[config.mk]
export PLATFORM = sky130hd
export DESIGN_NAME = preset_count_ctrl
export DESIGN_NICKNAME = d
export VERILOG_FILES = /design/src/rtl/stream_fifo.v /design/src/rtl/preset_count_ctrl.v
export VERILOG_INCLUDE_DIRS = /design/src /design/src/rtl
export SDC_FILE = /design/constraint.sdc
export NUM_CORES = 1
export LEC_CHECK = 0
export BUFFER_PORTS_ARGS = -buffer_cell sky130_fd_sc_hd__buf_2
export CORE_MARGIN = 10
export CORE_UTILIZATION = 54
export CTS_CLUSTER_DIAMETER = 30
export DETAILED_ROUTE_END_ITERATION = 12
export GPL_TIMING_DRIVEN = 0
export PLACE_DENSITY = 0.85
export SLEW_MARGIN = 20
export SYNTH_ARGS = -nofsm -noshare
export SYNTH_HDL_FRONTEND = slang
export SYNTH_HIERARCHICAL = 1
export SYNTH_SLANG_ARGS = --single-unit
[constraint.sdc]
create_clock -name clk_sys -period 2.4 [get_ports clk_sys]
set_clock_uncertainty 0.05 [all_clocks]
set_input_delay 0.48 -clock clk_sys [delete_from_list [all_inputs] [get_ports clk_sys]]
set_output_delay 0.48 -clock clk_sys [all_outputs]
set_load 0.03 [all_outputs]
[src/rtl/preset_count_map.vh]
// Function
// - preset count only for fixed 512-byte blocks; standard-capacity cards refuse it
// - a card offering the 104 MHz mode must implement the preset count
// - support flag lives in card_configuration_register for the host to read
// - preset command answered with R1, never followed by busy on data
// - accepted only in transfer state; applies only to the next multi-block command
// - any other following command, status query included, discards the preset
// - on command crc error: no response, no count kept; host retries
// - several preset commands in a row: the latest count wins
// - a zero block count leaves transfer behaviour unchanged
// - count not checked; response still reports errors pending from earlier
// - count beyond user area: out-of-range error, stop at the boundary
// - aborted counted write may leave the rest of the range undefined
// - blocks beyond the preset count are not stored on a write
`ifndef PRESET_COUNT_MAP_VH
`define PRESET_COUNT_MAP_VH

// ----------------------------------------
// command indices
// ----------------------------------------
`define CMD_STOP 6'h0C
`define CMD_STATUS 6'h0D
`define CMD_RD_MULTI 6'h12
`define CMD_PRESET 6'h17
`define CMD_WR_MULTI 6'h19

// ----------------------------------------
// frame layout and fields
// ----------------------------------------
`define FRAME_LAST 6'h2F
`define CRC_SPAN 6'h28
`define CRC7_POLY 7'h09
`define CNT_MSB 31
`define CNT_LSB 0
`define STATE_TRAN 4'h4

// ----------------------------------------
// timing counts (link clock cycles) and sizes
// ----------------------------------------
`define NCR_CYC 2'h2
`define BLK_BYTES 10'h200
`define DATA_TAIL 5'h11
`define FIFO_W 8
`define FIFO_D 16

`endif

[src/rtl/stream_fifo.v]
`timescale 1ns/1ps
module stream_fifo #(
    parameter WIDTH = 8,
    parameter DEPTH = 16,
    parameter AW = 4
) (
    input wire clk_sys,
    input wire rst_n,
    input wire [WIDTH-1:0] in_data,
    input wire in_valid,
    output wire in_ready,
    output wire [WIDTH-1:0] out_data,
    output wire out_valid,
    input wire out_ready
);
    reg [WIDTH-1:0] mem [0:DEPTH-1];
    reg [AW:0] wr_ptr;
    reg [AW:0] rd_ptr;
    wire full = (wr_ptr[AW] != rd_ptr[AW]) && (wr_ptr[AW-1:0] == rd_ptr[AW-1:0]);
    wire empty = (wr_ptr == rd_ptr);

    assign in_ready = !full;
    assign out_valid = !empty;
    assign out_data = mem[rd_ptr[AW-1:0]];

    always @(posedge clk_sys) begin
        if (in_valid && !full) begin
            mem[wr_ptr[AW-1:0]] <= in_data;
        end
    end

    always @(posedge clk_sys) begin
        if (!rst_n) begin
            wr_ptr <= {(AW+1){1'b0}};
            rd_ptr <= {(AW+1){1'b0}};
        end else begin
            if (in_valid && !full) begin
                wr_ptr <= wr_ptr + 1'b1;
            end
            if (out_ready && !empty) begin
                rd_ptr <= rd_ptr + 1'b1;
            end
        end
    end
endmodule // stream_fifo

[src/rtl/preset_count_ctrl.v]
`timescale 1ns/1ps
`include "preset_count_map.vh"
module preset_count_ctrl #(
    parameter SUPPORT_PRESET = 1,
    parameter ULTRA_104 = 1,
    parameter FIFO_DEPTH = `FIFO_D,
    parameter FIFO_AW = 4
) (
    input wire clk_sys,
    input wire rst_n,
    input wire card_clk,
    input wire cmd_in,
    output reg cmd_out,
    output reg cmd_oe,
    input wire dat_in,
    output wire dat_out,
    output wire dat_oe,
    input wire high_capacity,
    input wire [3:0] card_state,
    input wire [31:0] card_status,
    input wire area_end,
    input wire blk_sent,
    output wire card_configuration_register,
    output reg cmd_valid,
    output reg [5:0] cmd_index,
    output reg [31:0] cmd_arg,
    output reg preset_armed,
    output reg [31:0] blocks_left,
    output reg xfer_active,
    output reg xfer_write,
    output reg xfer_end,
    output reg out_of_range,
    output reg write_abort,
    output reg overrun,
    output wire [7:0] wr_data,
    output wire wr_valid,
    input wire wr_ready
);
    localparam TX_IDLE = 2'h0;
    localparam TX_WAIT = 2'h1;
    localparam TX_SEND = 2'h2;
    localparam DAT_IDLE = 2'h0;
    localparam DAT_DATA = 2'h1;
    localparam DAT_TAIL = 2'h2;

    // ----------------------------------------
    // helpers
    // ----------------------------------------
    function [6:0] crc7_step;
        input [6:0] c;
        input b;
        begin
            crc7_step = {c[5:0], 1'b0} ^ ((c[6] ^ b) ? `CRC7_POLY : 7'h00);
        end
    endfunction

    function [6:0] crc7_calc;
        input [39:0] d;
        integer i;
        reg [6:0] c;
        begin
            c = 7'h00;
            for (i = 39; i >= 0; i = i - 1) begin
                c = crc7_step(c, d[i]);
            end
            crc7_calc = c;
        end
    endfunction

    // ----------------------------------------
    // link synchronisers
    // ----------------------------------------
    reg [2:0] clk_s;
    reg [1:0] cmd_s;
    reg [1:0] dat_s;
    wire rise = clk_s[1] & ~clk_s[2];
    wire fall = ~clk_s[1] & clk_s[2];

    always @(posedge clk_sys) begin
        if (!rst_n) begin
            clk_s <= 3'h0;
            cmd_s <= 2'h3;
            dat_s <= 2'h3;
        end else begin
            clk_s <= {clk_s[1:0], card_clk};
            cmd_s <= {cmd_s[0], cmd_in};
            dat_s <= {dat_s[0], dat_in};
        end
    end

    // ----------------------------------------
    // support flag
    // ----------------------------------------
    // standard capacity never offers it, whatever the parameters say
    assign card_configuration_register = (SUPPORT_PRESET != 0 || ULTRA_104 != 0) && high_capacity;

    // no busy after the preset answer; this block never drives data
    assign dat_out = 1'b1;
    assign dat_oe = 1'b0;

    // ----------------------------------------
    // command receiver
    // ----------------------------------------
    reg rx_busy;
    reg [5:0] rx_cnt;
    reg [47:0] rx_sh;
    reg [6:0] rx_crc;
    reg frame_done;
    reg [1:0] tx_state;

    always @(posedge clk_sys) begin
        if (!rst_n) begin
            rx_busy <= 1'b0;
            rx_cnt <= 6'h00;
            rx_sh <= 48'h0;
            rx_crc <= 7'h00;
            frame_done <= 1'b0;
        end else begin
            frame_done <= 1'b0;
            if (rise) begin
                if (!rx_busy) begin
                    if (!cmd_s[1] && tx_state == TX_IDLE) begin
                        rx_busy <= 1'b1;
                        rx_cnt <= 6'h01;
                        rx_sh <= 48'h0;
                        rx_crc <= crc7_step(7'h00, 1'b0);
                    end
                end else begin
                    rx_sh <= {rx_sh[46:0], cmd_s[1]};
                    if (rx_cnt < `CRC_SPAN) begin
                        rx_crc <= crc7_step(rx_crc, cmd_s[1]);
                    end
                    if (rx_cnt == `FRAME_LAST) begin
                        rx_busy <= 1'b0;
                        frame_done <= 1'b1;
                    end else begin
                        rx_cnt <= rx_cnt + 6'h01;
                    end
                end
            end
        end
    end

    wire [5:0] rx_idx = rx_sh[45:40];
    wire [31:0] rx_arg = rx_sh[39:8];
    wire frame_ok = rx_sh[46] & rx_sh[0] & (rx_sh[7:1] == rx_crc);
    wire in_tran = (card_state == `STATE_TRAN);

    // ----------------------------------------
    // decoder, counted transfer, data receiver
    // ----------------------------------------
    reg resp_req;
    reg [47:0] resp_word;
    reg [1:0] dat_state;
    reg [2:0] bit_cnt;
    reg [9:0] byte_cnt;
    reg [4:0] tail_cnt;
    reg [7:0] byte_sh;
    reg [7:0] hold_data;
    reg hold_valid;
    wire fifo_in_ready;
    wire last_blk = (blocks_left == 32'h1);
    wire [39:0] resp_body = {2'b00, `CMD_PRESET, card_status};

    always @(posedge clk_sys) begin
        if (!rst_n) begin
            resp_req <= 1'b0;
            resp_word <= 48'h0;
            cmd_valid <= 1'b0;
            cmd_index <= 6'h00;
            cmd_arg <= 32'h0;
            preset_armed <= 1'b0;
            blocks_left <= 32'h0;
            xfer_active <= 1'b0;
            xfer_write <= 1'b0;
            xfer_end <= 1'b0;
            out_of_range <= 1'b0;
            write_abort <= 1'b0;
            overrun <= 1'b0;
            dat_state <= DAT_IDLE;
            bit_cnt <= 3'h0;
            byte_cnt <= 10'h000;
            tail_cnt <= 5'h00;
            byte_sh <= 8'h00;
            hold_data <= 8'h00;
            hold_valid <= 1'b0;
        end else begin
            resp_req <= 1'b0;
            cmd_valid <= 1'b0;
            xfer_end <= 1'b0;
            out_of_range <= 1'b0;
            write_abort <= 1'b0;
            overrun <= 1'b0;
            if (hold_valid && fifo_in_ready) begin
                hold_valid <= 1'b0;
            end
            if (frame_done) begin
                if (!frame_ok) begin
                    preset_armed <= 1'b0;
                end else begin
                    cmd_valid <= 1'b1;
                    cmd_index <= rx_idx;
                    cmd_arg <= rx_arg;
                    if (rx_idx == `CMD_STOP) begin
                        preset_armed <= 1'b0;
                        if (xfer_active) begin
                            // the host stops a counted run after an error
                            xfer_active <= 1'b0;
                            xfer_end <= 1'b1;
                            // the rest of the range may be left undefined; flag the abort
                            write_abort <= xfer_write;
                            dat_state <= DAT_IDLE;
                        end
                    end else if (rx_idx == `CMD_PRESET && card_configuration_register && in_tran) begin
                        // status carries errors left from earlier commands, count unchecked
                        resp_req <= 1'b1;
                        resp_word <= {resp_body, crc7_calc(resp_body), 1'b1};
                        if (rx_arg[`CNT_MSB:`CNT_LSB] == 32'h0) begin
                            preset_armed <= 1'b0;
                        end else begin
                            preset_armed <= 1'b1;
                            blocks_left <= rx_arg[`CNT_MSB:`CNT_LSB];
                        end
                    end else if ((rx_idx == `CMD_RD_MULTI || rx_idx == `CMD_WR_MULTI) && preset_armed && in_tran) begin
                        preset_armed <= 1'b0;
                        xfer_active <= 1'b1;
                        xfer_write <= (rx_idx == `CMD_WR_MULTI);
                        dat_state <= DAT_IDLE;
                    end else begin
                        preset_armed <= 1'b0;
                    end
                end
            end else if (xfer_active && area_end) begin
                xfer_active <= 1'b0;
                out_of_range <= 1'b1;
                xfer_end <= 1'b1;
                dat_state <= DAT_IDLE;
            end else if (xfer_active && !xfer_write && blk_sent) begin
                blocks_left <= blocks_left - 32'h1;
                if (last_blk) begin
                    xfer_active <= 1'b0;
                    xfer_end <= 1'b1;
                end
            end else if (xfer_active && xfer_write && rise) begin
                case (dat_state)
                    DAT_IDLE: begin
                        if (!dat_s[1]) begin
                            dat_state <= DAT_DATA;
                            bit_cnt <= 3'h0;
                            byte_cnt <= 10'h000;
                        end
                    end
                    DAT_DATA: begin
                        byte_sh <= {byte_sh[6:0], dat_s[1]};
                        bit_cnt <= bit_cnt + 3'h1;
                        if (bit_cnt == 3'h7) begin
                            // a full hold means the drain stalled too long; byte lost
                            if (hold_valid && !fifo_in_ready) begin
                                overrun <= 1'b1;
                            end else begin
                                hold_data <= {byte_sh[6:0], dat_s[1]};
                                hold_valid <= 1'b1;
                            end
                            if (byte_cnt == `BLK_BYTES - 10'h001) begin
                                dat_state <= DAT_TAIL;
                                tail_cnt <= 5'h00;
                            end else begin
                                byte_cnt <= byte_cnt + 10'h001;
                            end
                        end
                    end
                    DAT_TAIL: begin
                        // crc16 and end bit are skipped, not checked
                        if (tail_cnt == `DATA_TAIL - 5'h01) begin
                            dat_state <= DAT_IDLE;
                            blocks_left <= blocks_left - 32'h1;
                            if (last_blk) begin
                                // later blocks find the receiver idle and are dropped
                                xfer_active <= 1'b0;
                                xfer_end <= 1'b1;
                            end
                        end else begin
                            tail_cnt <= tail_cnt + 5'h01;
                        end
                    end
                    default: begin
                        dat_state <= DAT_IDLE;
                    end
                endcase
            end
        end
    end

    // ----------------------------------------
    // response transmitter
    // ----------------------------------------
    reg [47:0] tx_sh;
    reg [5:0] tx_cnt;
    reg [1:0] ncr_cnt;

    always @(posedge clk_sys) begin
        if (!rst_n) begin
            tx_state <= TX_IDLE;
            tx_sh <= 48'h0;
            tx_cnt <= 6'h00;
            ncr_cnt <= 2'h0;
            cmd_out <= 1'b1;
            cmd_oe <= 1'b0;
        end else begin
            case (tx_state)
                TX_IDLE: begin
                    // a crc failure never reaches here, so the line stays quiet
                    if (resp_req) begin
                        tx_sh <= resp_word;
                        ncr_cnt <= `NCR_CYC;
                        tx_state <= TX_WAIT;
                    end
                end
                TX_WAIT: begin
                    if (fall) begin
                        if (ncr_cnt == 2'h1) begin
                            tx_state <= TX_SEND;
                            tx_cnt <= 6'h00;
                        end else begin
                            ncr_cnt <= ncr_cnt - 2'h1;
                        end
                    end
                end
                TX_SEND: begin
                    if (fall) begin
                        if (tx_cnt == `FRAME_LAST + 6'h01) begin
                            cmd_oe <= 1'b0;
                            cmd_out <= 1'b1;
                            tx_state <= TX_IDLE;
                        end else begin
                            cmd_oe <= 1'b1;
                            cmd_out <= tx_sh[47];
                            tx_sh <= {tx_sh[46:0], 1'b1};
                            tx_cnt <= tx_cnt + 6'h01;
                        end
                    end
                end
                default: begin
                    tx_state <= TX_IDLE;
                end
            endcase
        end
    end

    // ----------------------------------------
    // write data buffer
    // ----------------------------------------
    // hold register keeps one byte while the fifo is full; a further byte is dropped and flags overrun
    stream_fifo #(
        .WIDTH(`FIFO_W),
        .DEPTH(FIFO_DEPTH),
        .AW(FIFO_AW)
    ) u_fifo (
        .clk_sys(clk_sys),
        .rst_n(rst_n),
        .in_data(hold_data),
        .in_valid(hold_valid),
        .in_ready(fifo_in_ready),
        .out_data(wr_data),
        .out_valid(wr_valid),
        .out_ready(wr_ready)
    );
endmodule // preset_count_ctrl

==> flow_metrics.env <==
export IMPL_synth_main_ff_cell="dfxtp_1"
export IMPL_p_leak_nw=8.64
export IMPL_viasPerCell=6.31
export IMPL_wl_per_cell_um=24.5
export IMPL_yosys_warnings=6
export IMPL_cts_max_path_buffers=3
export IMPL_synth_area_leaders="dfxtp_1 (32%), edfxtp_1 (21%), mux2i_1 (5.8%)"
export IMPL_setup_violations_final=13
export IMPL_ant_nets=0
export IMPL_irDropWorstVdd_mv=0.796
export IMPL_max_stage_delay_ps=570
export IMPL_grt_pass1_vias=15731
export IMPL_switchingPower_mw=5.10
export IMPL_synth_edf_count=128
export IMPL_critPathLaunchType="flip-flop"
export IMPL_rsz0062_at_grt="true"
export IMPL_path_class="flip-flop to output port"
export IMPL_intPower_mw=15.6
export IMPL_clockPowerShare_pct=57.4
export IMPL_area_delta_synth_final_pct=26.7
export IMPL_grt_ovfl_total=0
export IMPL_cpLargestDelayFamily="multiplexers"
export IMPL_fp_dieArea_mm2=0.0419
export IMPL_end_kind="output port"
export IMPL_min_path_type="input pin to flip-flop"
export IMPL_core_area_mm2=0.0336
export IMPL_ys_types=71
export IMPL_io_buffers=134
export IMPL_num_vias=15738
export IMPL_die_h_um=205
export IMPL_crit_path_max_fanout=8
export IMPL_worst_path_max_delay_cell="mux4_2"
export IMPL_nFillCells=2158
export IMPL_tightest_slew_ps=1020
export IMPL_totalPowerFinal_mw=20.7
export IMPL_die_x_um=205
export IMPL_initial_utilization_pct=54.8
export IMPL_grt_max_degree=18
export IMPL_arrival_ps=2550
export IMPL_synth_area_mm2=0.0184
export IMPL_yosysSeqAreaShare_pct=53.2
export IMPL_slew_violations=0
export IMPL_drt_wl_total_um=61200
export IMPL_violations="setup timing"
export IMPL_syn_avg_cell_area_um2=10.7
export IMPL_grt_pass1_wl_um=89700
export IMPL_hpwl_um=36300
export IMPL_antenna_found_initial=1
export IMPL_clkSlewWorstSetupHoldPaths_ps=60
export IMPL_cts_num_sinks=426
export IMPL_io_pins=137
export IMPL_synth_top_area_cell="dfxtp_1"
export IMPL_synth_cells=1729
export IMPL_gp_congestion=0.996
export IMPL_cts_root_buf="clkbuf_16"
export IMPL_finalHoldViolCount=0
export IMPL_yosysTopAreaCellShare_pct=32.4
export IMPL_grt_usage_pct=27.3
export IMPL_mostFrequentLayoutCell="dfxtp_1"
export IMPL_worst_slack_ps=-679
export IMPL_num_rows=67
export IMPL_pwr_share_seq_pct=35.7
export IMPL_async_flop_share_pct=0
export IMPL_clock_fmax_mhz=325
export IMPL_route_detailed_drc=0
export IMPL_htree_num_levels=3
export IMPL_cap_violations=0
export IMPL_post_place_ws_ps=-884
export IMPL_final_cell_mix="dfxtp_1 (279), nor2_1 (237), nand2_1 (169)"
export IMPL_combPwrFrac_pct=6.8
export IMPL_antenna_cells=0
export IMPL_pwr_density_cell_mw_per_mm2=888
export IMPL_period_share_pct=128
export IMPL_drt_iter0_drc=1641
export IMPL_cts_made_buffers=84
export IMPL_path_cells="buf_12 -> buf_12 -> mux4_2 -> mux4_2 -> buf_6"
export IMPL_cp_buffers_inverters=3
export IMPL_cts_tree="yes"
export IMPL_slew_headroom_pct=31.2
export IMPL_switching_share_pct=24.6
export IMPL_firstDrtPassIters=7
export IMPL_ys_ff_latch=426
export IMPL_outcome="finished, violations left"
export IMPL_min_period_ps=3080
export IMPL_clk_latency_ps=620
export IMPL_syn_nets=1790
export IMPL_nets=2036
export IMPL_drive_gt1_share_pct=22.9
export IMPL_cp_required_ps=1870
-- registers in the layout (all words and copies together), names as in the netlist, 7 cells and up, named ones only --
signal,count
u_fifo/mem,128
byte_cnt,10
rx_crc,7
blocks_left,32
rx_sh,47
resp_word,40
byte_sh,7
cmd_arg,32
tx_sh,48
hold_data,8
-- layout make-up --
class / count / area [µm²] / area share, %
Clock inverter: 59 / 664 / 2.84
Timing Repair Buffer: 164 / 995 / 4.26
Buffer: 105 / 547 / 2.34
Tap cell: 448 / 561 / 2.40
Sequential cell: 426 / 9850 / 42.2
Inverter: 20 / 75.1 / 0.321
Clock buffer: 98 / 2230 / 9.53
Multi-Input combinational cell: 1174 / 8440 / 36.1
-- routing by layer --
layer  wire length, µm  global-route usage (%)
met5                 0                       0
met3              6150                    6.90
met1             21600                    31.4
met2             29600                    46.2
met4              3820                    14.0
-- worst register-to-register path, stage by stage (launching register included) --
cell and delay, ps:
dfxtp_4 370, ha_4 140, ha_4 150, buf_4 110, nand3b_1 180, nor4_4 290
o21bai_2 180, or2_0 280, or3b_1 400, a21oi_1 200
-- power by group through the flow --
| stage | sequential (mW) | combinational (mW) | clock [mW] |
|---|---|---|---|
| finish | 7.41 | 1.42 | 11.9 |
| floorplan | 7.55 | 0.914 | 0 |
| CTS | 7.41 | 1.37 | 11.9 |
| global route | 7.41 | 1.46 | 12.3 |
| global placement | 7.55 | 1.19 | 0 |
| detailed placement | 7.55 | 1.22 | 0 |
-- final timing paths --
check	endpoint	slack, ps	start	cells past startpoint
worst min register to register	cmd_s[1]$_SDFF_PN1_	370	cmd_s[0]$_SDFF_PN1_	1
worst max register to register	tail_cnt[2]$_SDFFE_PN0P_	-70	bit_cnt[0]$_SDFFE_PN0P_	9
worst min-delay path	cmd_s[0]$_SDFF_PN1_	20	cmd_in	2
worst max-delay path	wr_data[5]	-680	flip-flop	5
-- through the flow --
step	std cells	area [µm²]	hold WS [ps]	util, %	setup TNS, ps
6_report	2494	23400	23.1	69.5	-5360
5_1_grt	2494	23400	21.5	69.5	-6240
4_1_cts	2479	23000	8.62	68.4	-5190
3_5_place_dp	2311	19700	347	58.6	-56350
3_3_place_gp	2311	19700	342	58.6	-48620
2_1_floorplan	1729	18500	336	-	0
-- timing repair --
action	CTS	global route
setup buffers	13	16
hold buffers	0	0
cloned	2	1
pin swaps	6	12
resized for setup	108	90
setup endpoints to repair	195	258
-- Yosys cell counts, drive strengths merged (8+ instances only) --
master / number
a22o: 9
nor4: 22
xor2: 33
nand2b: 23
nor3: 18
nor2: 241
ha: 16
o41ai: 8
a21oi: 106
and2: 17
dfxtp: 298
inv: 20
xnor3: 12
a22oi: 50
nand4: 20
mux4: 40
xnor2: 27
nor2b: 15
edfxtp: 128
and3: 24
o21ai: 61
or3: 8
nand3: 24
clkbuf: 79
nand2: 172
buf: 30
a211oi: 50
mux2i: 107
-- cell families (layout without fill, tap and decap cells) --
| family | after synthesis | after routing | synth area share [%] |
|---|---|---|---|
| adder cells (fa/ha/maj) | 16 | 16 | 1.09 |
| XOR/XNOR | 78 | 78 | 5.13 |
| multiplexers | 147 | 147 | 11.2 |
| buffers and inverters | 129 | 446 | 2.97 |
| AND/OR/NAND/NOR | 611 | 611 | 15.3 |
| other | 2 | 2 | 0.0407 |
| flip-flops | 426 | 426 | 53.2 |
| AO/OA/AOI/OAI | 320 | 320 | 11.1 |
No activity file was read; power rests on OpenSTA's default activity.
